===== config.mk =====
export PLATFORM = sky130hd
export DESIGN_NAME = pwsf_framer
export DESIGN_NICKNAME = d
export VERILOG_FILES = /design/src/pwsf_pkg.sv /design/src/pwsf_framer.sv
export SDC_FILE = /design/constraint.sdc
export NUM_CORES = 2
export LEC_CHECK = 0
export BUFFER_PORTS_ARGS = -buffer_cell sky130_fd_sc_hd__buf_2
export CAP_MARGIN = 20
export CORE_ASPECT_RATIO = 1.4
export CORE_MARGIN = 10
export CORE_UTILIZATION = 40
export CTS_CLUSTER_SIZE = 8
export DETAILED_ROUTE_END_ITERATION = 7
export HOLD_SLACK_MARGIN = 0.02
export PLACE_DENSITY_LB_ADDON = 0.15
export SLEW_MARGIN = 20
export SYNTH_ARGS = -nofsm -noshare
export SYNTH_HDL_FRONTEND = slang
export SYNTH_SLANG_ARGS = --single-unit

===== constraint.sdc =====
create_clock -name mclk -period 6.25 [get_ports mclk]
set_clock_uncertainty 0.15 [all_clocks]
set_input_delay 1.25 -clock mclk [delete_from_list [all_inputs] [get_ports mclk]]
set_output_delay 1.25 -clock mclk [all_outputs]
set_load 0.1 [all_outputs]

===== src/pwsf_pkg.sv =====
// Package for the pseudowire sub-layer receive framer.
// Assumes a byte-wide receive stream with a last-byte marker per tunnel payload.
package pwsf_pkg;

  // ----------------------------------------------------------------
  // First and second header byte layout
  // ----------------------------------------------------------------
  localparam int CHECK_BIT = 7;
  localparam int NUMV_BIT  = 6;
  localparam int EXT_HI    = 5;
  localparam int EXT_LO    = 4;
  localparam int SPARE_BIT = 3;
  localparam int TAG_HI    = 2;
  localparam int TAG_LO    = 0;
  localparam int TALLY_HI  = 6;

  localparam logic [1:0] EXT_NONE  = 2'h0;
  localparam logic [1:0] EXT_PROBE = 2'h1;

  // ----------------------------------------------------------------
  // Segment-table entry and transport packet constants
  // ----------------------------------------------------------------
  localparam int ENT_START_BIT = 15;
  localparam int ENT_TAIL_BIT  = 14;
  localparam int ENT_LEN_HI    = 13;
  localparam int MAX_SEGS      = 128;

  localparam logic [7:0]  TS_FIRST  = 8'h00;
  localparam logic [7:0]  TS_PID_HI = 8'h01;
  localparam logic [7:0]  TS_PID_LO = 8'h02;
  localparam logic [7:0]  TS_LAST   = 8'hbb;
  localparam int          PID_MSB   = 4;
  localparam logic [12:0] NULL_PID  = 13'h1fff;

  // ----------------------------------------------------------------
  // Probe codes and buffering
  // ----------------------------------------------------------------
  localparam logic [7:0] CODE_IN_REQ = 8'h00;
  localparam logic [7:0] CODE_IN_REP = 8'h01;
  localparam logic [7:0] CODE_EG_REQ = 8'h02;
  localparam logic [7:0] CODE_EG_REP = 8'h03;
  localparam logic [7:0] CODE_RSV_LO = 8'h04;
  localparam int         FIFO_DEPTH  = 8;

  typedef enum logic [3:0] {
    ST_HDR0, ST_HDR1, ST_SEQ0, ST_SEQ1, ST_TBL_HI, ST_TBL_LO,
    ST_PAYLOAD, ST_PCODE, ST_PTXN, ST_PTAIL, ST_DROP
  } pwsf_state_type;

  typedef struct packed {
    logic [7:0] data;
    logic       seg_first;
    logic       seg_last;
    logic       frame_start;
    logic       frame_end;
    logic       null_pkt;
    logic       streaming;
    logic [2:0] tag;
  } pwsf_item_type;

  typedef struct packed {
    logic [7:0] code;
    logic [7:0] txn;
    logic [2:0] tag;
  } pwsf_reply_type;

endpackage


===== src/pwsf_framer.sv =====
// Receive side of the pseudowire sub-layer: header parse, segment reassembly, probe replies.
// Assumes inputs synchronous to mclk and a session type fixed while session_open is high.
`timescale 1ns/10ps

module pwsf_fifo #(
  parameter int WIDTH = 8,
  parameter int DEPTH = 8
) (
  // Clock and reset
  input  wire logic             mclk,
  input  wire logic             arst_n,
  // Fill side
  input  wire logic             in_valid,
  output logic                  in_ready,
  input  wire logic [WIDTH-1:0] in_data,
  // Drain side
  output logic                  out_valid,
  input  wire logic             out_ready,
  output logic [WIDTH-1:0]      out_data
);
  localparam int AW = $clog2(DEPTH);

  logic [WIDTH-1:0] mem [DEPTH];
  logic [AW:0]      wr;
  logic [AW:0]      rd;
  logic [AW:0]      next_wr;
  logic [AW:0]      next_rd;

  always_comb begin
    in_ready  = !((wr[AW] != rd[AW]) && (wr[AW-1:0] == rd[AW-1:0]));
    out_valid = (wr != rd);
    out_data  = mem[rd[AW-1:0]];
    next_wr   = wr + (AW+1)'(in_valid && in_ready);
    next_rd   = rd + (AW+1)'(out_valid && out_ready);
  end

  always_ff @(posedge mclk or negedge arst_n) begin
    if (!arst_n) begin
      wr <= '0;
      rd <= '0;
    end else begin
      wr <= next_wr;
      rd <= next_rd;
    end
  end

  // The storage has no reset; only the pointers say what is valid.
  always_ff @(posedge mclk) begin
    if (in_valid && in_ready) begin
      mem[wr[AW-1:0]] <= in_data;
    end
  end
endmodule

module pwsf_framer
  import pwsf_pkg::*;
(
  // Clock and reset
  input  wire logic     mclk,
  input  wire logic     arst_n,
  // Session configuration
  input  wire logic     session_open,
  input  wire logic     session_streaming,
  input  wire logic     egress_supported,
  // Tunnel payload bytes
  input  wire logic     rx_valid,
  output logic          rx_ready,
  input  wire logic [7:0] rx_data,
  input  wire logic     rx_last,
  // Parsed payload
  output logic          out_valid,
  input  wire logic     out_ready,
  output pwsf_item_type out_item,
  // Probe replies
  output logic          reply_valid,
  output pwsf_reply_type reply,
  // Status
  output logic          seq_gap,
  output logic          hdr_drop,
  output logic          frame_err,
  output logic          teardown_req
);
  pwsf_state_type state, next_state;
  logic           numv, next_numv;
  logic           probe, next_probe;
  logic [2:0]     tag, next_tag;
  logic [2:0]     locked_tag, next_locked_tag;
  logic           tag_locked, next_tag_locked;
  logic [7:0]     hold, next_hold;
  logic [15:0]    exp_seq, next_exp_seq;
  logic           seq_seen, next_seq_seen;
  logic [6:0]     tally, next_tally;
  logic [6:0]     tbl_cnt, next_tbl_cnt;
  logic [6:0]     seg_idx, next_seg_idx;
  logic [13:0]    seg_pos, next_seg_pos;
  logic [7:0]     ts_cnt, next_ts_cnt;
  logic [PID_MSB:0] pid_hi, next_pid_hi;
  logic           is_null, next_is_null;
  logic           in_frame, next_in_frame;
  logic [7:0]     probe_code, next_probe_code;
  logic           next_reply_valid, next_seq_gap, next_hdr_drop, next_frame_err;
  logic           next_teardown;
  pwsf_reply_type next_reply;
  logic [15:0]    seg_table [MAX_SEGS];
  logic [15:0]    entry, rx_word;
  logic [1:0]     ext;
  logic           accept, push, tbl_we, seg_last, fifo_ready;
  pwsf_item_type  item;
  logic [$bits(pwsf_item_type)-1:0] fifo_q;

  // ----------------------------------------------------------------
  // Parser
  // ----------------------------------------------------------------
  assign entry   = seg_table[seg_idx];
  assign rx_word = {hold, rx_data};
  assign ext     = rx_data[EXT_HI:EXT_LO];
  assign accept  = rx_valid && rx_ready;

  always_comb begin
    next_state = state;  next_numv = numv;  next_probe = probe;  next_tag = tag;
    next_locked_tag = locked_tag;  next_tag_locked = tag_locked;  next_hold = hold;
    next_exp_seq = exp_seq;  next_seq_seen = seq_seen;  next_tally = tally;
    next_tbl_cnt = tbl_cnt;  next_seg_idx = seg_idx;  next_seg_pos = seg_pos;
    next_ts_cnt = ts_cnt;  next_pid_hi = pid_hi;  next_is_null = is_null;
    next_in_frame = in_frame;  next_probe_code = probe_code;  next_reply = reply;
    next_teardown = teardown_req;
    next_reply_valid = 1'b0;  next_seq_gap = 1'b0;
    next_hdr_drop = 1'b0;  next_frame_err = 1'b0;
    push = 1'b0;  tbl_we = 1'b0;  item = '0;
    item.data = rx_data;  item.tag = tag;  item.streaming = session_streaming;
    seg_last = (seg_pos + 14'h0001) == entry[ENT_LEN_HI:0];
    rx_ready = (state == ST_PAYLOAD) ? fifo_ready : 1'b1;
    if (accept) begin
      case (state)
        ST_HDR0: begin
          // The spare bit is never looked at.
          next_numv  = rx_data[NUMV_BIT];
          next_tag   = rx_data[TAG_HI:TAG_LO];
          next_probe = (ext == EXT_PROBE);
          if (!session_open || rx_data[CHECK_BIT] || ext[1]
              || (ext == EXT_PROBE && rx_data[NUMV_BIT])) begin
            next_hdr_drop = 1'b1;
            next_state    = rx_last ? ST_HDR0 : ST_DROP;
          end else if (rx_last) begin
            next_hdr_drop = 1'b1;
          end else begin
            next_state = ST_HDR1;
          end
        end
        ST_HDR1: begin
          // Reserved byte content is ignored in both non-streaming layouts.
          if (probe) begin
            next_state = ST_PCODE;
          end else if (session_streaming) begin
            next_tally = rx_data[TALLY_HI:0];
            next_state = ST_SEQ0;
            if (rx_data[TALLY_HI:0] == '0) begin
              next_hdr_drop = 1'b1;
              next_state    = ST_DROP;
            end
          end else begin
            next_state = ST_SEQ0;
          end
        end
        ST_SEQ0: begin
          next_hold  = rx_data;
          next_state = ST_SEQ1;
        end
        ST_SEQ1: begin
          if (numv) begin
            next_seq_gap  = seq_seen && (rx_word != exp_seq);
            next_exp_seq  = rx_word + 16'h0001;
            next_seq_seen = 1'b1;
          end
          next_tbl_cnt = '0;
          next_ts_cnt  = TS_FIRST;
          next_seg_idx = '0;
          next_seg_pos = '0;
          if (session_streaming) begin
            next_state = ST_TBL_HI;
          end else if (tag_locked && tag != locked_tag) begin
            next_state = ST_DROP;
          end else begin
            next_locked_tag = tag;
            next_tag_locked = 1'b1;
            next_state      = ST_PAYLOAD;
          end
        end
        ST_TBL_HI: begin
          next_hold  = rx_data;
          next_state = ST_TBL_LO;
        end
        ST_TBL_LO: begin
          if (rx_word[ENT_LEN_HI:0] == '0) begin
            next_hdr_drop = 1'b1;
            next_state    = ST_DROP;
          end else begin
            tbl_we       = 1'b1;
            next_tbl_cnt = tbl_cnt + 7'h01;
            next_state   = (tbl_cnt + 7'h01 == tally) ? ST_PAYLOAD : ST_TBL_HI;
          end
        end
        ST_PAYLOAD: begin
          push = 1'b1;
          if (session_streaming) begin
            item.seg_first   = (seg_pos == '0);
            item.seg_last    = seg_last;
            item.frame_start = item.seg_first && entry[ENT_START_BIT];
            item.frame_end   = seg_last && entry[ENT_TAIL_BIT];
            if (item.seg_first) begin
              // A middle piece with no open frame, or a new start over one, is lost data.
              next_frame_err = entry[ENT_START_BIT] ? in_frame : !in_frame;
              next_in_frame  = 1'b1;
            end
            if (item.frame_end) begin
              next_in_frame = 1'b0;
            end
            next_seg_pos = seg_last ? '0 : seg_pos + 14'h0001;
            if (seg_last) begin
              next_seg_idx = seg_idx + 7'h01;
              if (seg_idx + 7'h01 == tally) begin
                next_frame_err = next_frame_err || !rx_last;
                next_state     = rx_last ? ST_HDR0 : ST_DROP;
              end
            end
            if (rx_last && !(seg_last && seg_idx + 7'h01 == tally)) begin
              next_frame_err = 1'b1;
              next_state     = ST_HDR0;
            end
          end else begin
            item.seg_first = (ts_cnt == TS_FIRST);
            item.seg_last  = (ts_cnt == TS_LAST);
            item.null_pkt  = is_null;
            if (ts_cnt == TS_PID_HI) begin
              next_pid_hi = rx_data[PID_MSB:0];
            end
            if (ts_cnt == TS_PID_LO) begin
              next_is_null = ({pid_hi, rx_data} == NULL_PID);
              item.null_pkt = next_is_null;
            end
            // Any count of whole packets is taken; the wrap starts the next one.
            next_ts_cnt = (ts_cnt == TS_LAST) ? TS_FIRST : ts_cnt + 8'h01;
            if (rx_last) begin
              // A length that is not whole packets means a streaming-type sender.
              next_teardown = next_teardown || (ts_cnt != TS_LAST);
              next_state    = ST_HDR0;
            end
          end
        end
        ST_PCODE: begin
          next_probe_code = rx_data;
          next_state      = ST_PTXN;
        end
        ST_PTXN: begin
          next_reply.txn = rx_data;
          next_reply.tag = tag;
          next_state     = ST_PTAIL;
        end
        ST_PTAIL: begin
          // Timestamps pass by; the reply waits for the whole probe.
          if (rx_last) begin
            next_state = ST_HDR0;
            if (probe_code == CODE_IN_REQ) begin
              next_reply_valid = 1'b1;
              next_reply.code  = CODE_IN_REP;
            end else if (probe_code == CODE_EG_REQ && egress_supported) begin
              next_reply_valid = 1'b1;
              next_reply.code  = CODE_EG_REP;
            end
          end
        end
        ST_DROP: begin
          if (rx_last) begin
            next_state = ST_HDR0;
          end
        end
        default: next_state = ST_HDR0;
      endcase
      // A payload that ends inside the header is malformed.
      if (rx_last && state inside {ST_HDR1, ST_SEQ0, ST_SEQ1, ST_TBL_HI,
                                   ST_TBL_LO, ST_PCODE, ST_PTXN}) begin
        next_hdr_drop    = 1'b1;
        next_state       = ST_HDR0;
        next_reply_valid = 1'b0;
      end
    end
    if (!session_open) begin
      next_teardown   = 1'b0;
      next_tag_locked = 1'b0;
      next_seq_seen   = 1'b0;
      next_in_frame   = 1'b0;
    end
  end

  always_ff @(posedge mclk or negedge arst_n) begin
    if (!arst_n) begin
      state <= ST_HDR0;  numv <= 1'b0;  probe <= 1'b0;  tag <= '0;
      locked_tag <= '0;  tag_locked <= 1'b0;  hold <= '0;  exp_seq <= '0;
      seq_seen <= 1'b0;  tally <= '0;  tbl_cnt <= '0;  seg_idx <= '0;
      seg_pos <= '0;  ts_cnt <= '0;  pid_hi <= '0;  is_null <= 1'b0;
      in_frame <= 1'b0;  probe_code <= '0;  reply <= '0;  reply_valid <= 1'b0;
      seq_gap <= 1'b0;  hdr_drop <= 1'b0;  frame_err <= 1'b0;  teardown_req <= 1'b0;
    end else begin
      state <= next_state;  numv <= next_numv;  probe <= next_probe;  tag <= next_tag;
      locked_tag <= next_locked_tag;  tag_locked <= next_tag_locked;  hold <= next_hold;
      exp_seq <= next_exp_seq;  seq_seen <= next_seq_seen;  tally <= next_tally;
      tbl_cnt <= next_tbl_cnt;  seg_idx <= next_seg_idx;  seg_pos <= next_seg_pos;
      ts_cnt <= next_ts_cnt;  pid_hi <= next_pid_hi;  is_null <= next_is_null;
      in_frame <= next_in_frame;  probe_code <= next_probe_code;  reply <= next_reply;
      reply_valid <= next_reply_valid;  seq_gap <= next_seq_gap;
      hdr_drop <= next_hdr_drop;  frame_err <= next_frame_err;  teardown_req <= next_teardown;
    end
  end

  always_ff @(posedge mclk) begin
    if (tbl_we) begin
      seg_table[tbl_cnt] <= rx_word;
    end
  end

  // ----------------------------------------------------------------
  // Payload buffer
  // ----------------------------------------------------------------
  // Bytes already queued stay queued if a later check fails; flags tell the sink.
  pwsf_fifo #(.WIDTH($bits(pwsf_item_type)), .DEPTH(FIFO_DEPTH)) u_fifo (
    .mclk      (mclk),
    .arst_n    (arst_n),
    .in_valid  (push),
    .in_ready  (fifo_ready),
    .in_data   (item),
    .out_valid (out_valid),
    .out_ready (out_ready),
    .out_data  (fifo_q)
  );
  assign out_item = pwsf_item_type'(fifo_q);
endmodule


==> run_results.csv <==
group,metric,value,unit
job,maxCapViolCount,0,
placed_design,place_inst,7950,
routing,drt_iter0_drc,5017,
power_and_ir_drop,p_leak,33.0,nW
synth,async_flop_share,5.29,%
critical_path,cp-end-kind,"flop",
critical_path,arrival,5980,ps
synth,synth.area.top_cells,"edfxtp_1 (72%), mux4_2 (8.0%), mux2i_1 (5.2%), dfrtp_1 (3.3%), a22oi_1 (1.7%)",
critical_path,r2r_start,"seg_idx[1]$_DFFE_PN0P_",
critical_path,critPathLaunchType,"flop",
final_layout,design_area,106000,um^2
synth,synth_top_area_share,71.7,%
die,die_area,249000,um^2
clock_network,h-tree-depth,5,
routing,postRouteAntennaNets,0,
die,initial_core_util,40.2,%
routing,first_pass_iters,7,
global_route,grt_overflow,0,
power_and_ir_drop,powerDensity,363,nW/um^2
placed_design,port_buffers,52,
final_layout,layout.cells.non_filler,8361,
critical_path,path_cells,"buf_4 > mux4_2 > mux2i_1 > o21bai_1 > o32a_1 > nand3_1 > or4_1 > a2111o_1 > nor4_4 > and3_1",
routing,drc,0,
global_route,antenna_found_initial,15,
clock_network,post_cts_buffers,0,
global_route,grt_pass1_vias,50000,
synth,ys_types,83,
synth,synthFlopType,"edfxtp_1",
synth,synth_area,91500,um^2
timing,setup_viol,0,
clock_network,clockBufferDepth,4,
routing,num_vias,49200,
clock_network,cts.hold.buffers_added,0,
synth,ys_ff_latch,2306,
synth,synth_edf_count,2184,
clock_network,clock_tree.root_cell,"clkbuf_16",
global_route,grt_max_degree,93,
placed_design,dpl.hpwl,184000,um
synth,synth_area_leader_cell,"edfxtp_1",
final_layout,nNetsFinal,5283,
clock_network,path_clk_slew,50,ps
timing,relSlewSlack,22.3,%
timing,period_share,87.5,%
final_layout,drive_gt1_share,23.3,%
routing,avgViaCountPerCell,5.88,
critical_path,reg2reg_setup_slack,780,ps
critical_path,rr_worst_depth,10,
placed_design,place_congestion,0.934,
timing,hold_viol_final,0,
critical_path,max_stage_delay,860,ps
critical_path,cp_top_family,"simple AND/OR/NAND/NOR gates",
final_layout,fill_cells,19300,
worst_hold_path,hp-class,"in2async",
power_and_ir_drop,power,0.0384,W
critical_path,rr_endpoint,"u_fifo.mem[4][5]$_DFFE_PP_",
power_and_ir_drop,vdd_ir_drop_max,0.460,mV
clock_network,cts_made_buffers,330,
critical_path,worst_path_max_delay_cell,"dfrtp_4",
clock_network,cts_tree,"done",
critical_path,critPathKind,"reg2reg",
timing,min_period,5470,ps
critical_path,cp_max_fo,35,
synth,yosysWarnings,0,
timing,final-max-slew-violation-count,0,
final_layout,area_growth_syn_to_layout,15.7,%
routing,totalWireLength,290000,um
clock_network,cts.sinks,2306,
routing,wl_per_cell,34.7,um
critical_path,critPathRequiredTime,6760,ps
die,die_h,586,um
critical_path,critPathBufInv,1,
placed_design,placed_cell_area,96900,um^2
die,core,227000,um^2
timing,worstMarginPinSlew,1160,ps
clock_network,clock_latency,880,ps
synth,ys_seq_area_share,75.0,%
die,die_w,424,um
die,pin_count,59,
synth,syn_inst,4826,
timing,grt_setup_unrepaired,"false",
timing,max_freq,183,MHz
synth,avgSynthCellArea,19.0,um^2
timing,fin_setup_tns,0,ps
global_route,grt_pass1_wl,403000,um
global_route,grt_usage,22.9,%
die,rows,207,
run_status,outcome,"finished clean",
clock_network,cts.repair.resized,0,
## routing by layer
layer  routed length, um  up-vias  global-route usage [%]
met5                   0        -                       0
met4               17000        0                    11.5
met3               16600      594                    3.48
met2              146000     2005                    39.4
met1              110000    26200                    28.0
li1                    -    20400                       -
## power by group
part,switching [W],internal (W),total [W]
clock network,0.00634,0.00949,0.0158
logic,0.00280,0.000778,0.00357
registers,0.000722,0.0182,0.0190
## synth_stat cells, types with 16 or more instances
master    instances
buf_1            23
dfrtp_1         122
edfxtp_1       2184
mux2_2           74
xnor2_1          30
o21ai_0          44
buf_2            48
xor2_1           54
nand2_1         147
nor3_1           55
nor2_1          211
a22oi_1         203
nand3_1          86
clkbuf_1        116
buf_4            59
o22ai_1          57
buf_6            29
nand4_1          16
mux4_2          325
nor4_1           25
a21oi_1         100
o221ai_1         28
nor2b_1          23
inv_1            17
mux2i_1         479
and3_1           29
## area by class of cell
class | count | area (um^2) | area share, %
timing repair buffer | 375 | 3050 | 2.88
sequential | 2306 | 68700 | 64.9
clock buffer | 386 | 8530 | 8.06
inverter | 21 | 81.3 | 0.0769
multi-input combinational | 2219 | 21300 | 20.2
tap | 3030 | 3790 | 3.58
antenna | 7 | 17.5 | 0.0166
clock inverter | 17 | 319 | 0.302
## cells by family after synthesis
family          Yosys count  share of synthesized area [%]
compound gates          571                           4.40
xor+xnor                 84                          0.804
fa+ha+maj                15                          0.202
buf+inv                 306                           1.95
flops                  2306                           75.0
mux                     878                           14.2
other cells               1                        0.00410
simple gates            665                           3.46
## cells in the final DEF (no fill, tap or decap), types with 12 or more instances in the layout
cell type  synthesis  routed
edfxtp_1        2184    2184
mux2i_1          479     479
clkbuf_16          0     333
mux4_2           325     325
buf_4             59     299
a22oi_1          203     203
nor2_1           211     161
nand2_1          147     146
dfrtp_1          122     107
a21oi_1          100     100
nand3_1           86      85
mux2_2            74      74
o22ai_1           57      57
xor2_1            54      54
clkbuf_1         116      53
nor3_1            55      51
nor2_2             2      50
o21ai_0           44      44
buf_2             48      43
xnor2_1           30      30
and3_1            29      28
o221ai_1          28      28
nor4_1            25      23
buf_12             4      23
inv_1             17      17
nor2b_1           23      17
nand4_1           16      16
ha_1              14      14
nand2b_1          14      13
a31oi_1           12      12
and2_1            14      12
dfrtp_4            0      12
## how the worst max path moves through the flow
stage                                       from                     endpoint  slack [ps]  depth (start not counted)
after CTS                 seg_idx[1]$_DFFE_PN0P_   u_fifo.mem[4][5]$_DFFE_PP_         870                         10
after detailed placement  seg_idx[1]$_DFFE_PN0P_   u_fifo.mem[6][5]$_DFFE_PP_         910                         10
after global routing      seg_idx[1]$_DFFE_PN0P_   u_fifo.mem[4][5]$_DFFE_PP_         720                         10
after global placement    seg_idx[2]$_DFFE_PN0P_   u_fifo.mem[6][5]$_DFFE_PP_        -790                         11
final                     seg_idx[1]$_DFFE_PN0P_   u_fifo.mem[4][5]$_DFFE_PP_         780                         10
after floorplan              hold[2]$_DFFE_PN0P_  seg_table[112][0]$_DFFE_PP_        1550                          8
## registers in the layout, summed over array words and instances, names as in the netlist, 3 cells and up
register    count
u_fifo.rd       4
tbl_cnt         7
exp_seq        16
seg_pos        14
seg_table    2048
locked_tag      3
ts_cnt          8
reply          13
u_fifo.mem    136
state           4
probe_code      8
hold            8
u_fifo.wr       4
pid_hi          5
tag             3
tally           7
seg_idx         7
## per-stage QoR
stage / setup WS [ps] / hold slack [ps] / util, %
2_1_floorplan: 1550 / 292 / -
3_3_place_gp: -787 / 295 / 42.6
3_5_place_dp: 907 / 306 / 42.6
4_1_cts: 866 / 251 / 46.5
5_1_grt: 718 / 319 / 46.5
6_report: 779 / 262 / 46.5
(Power assumes the default switching activity.)
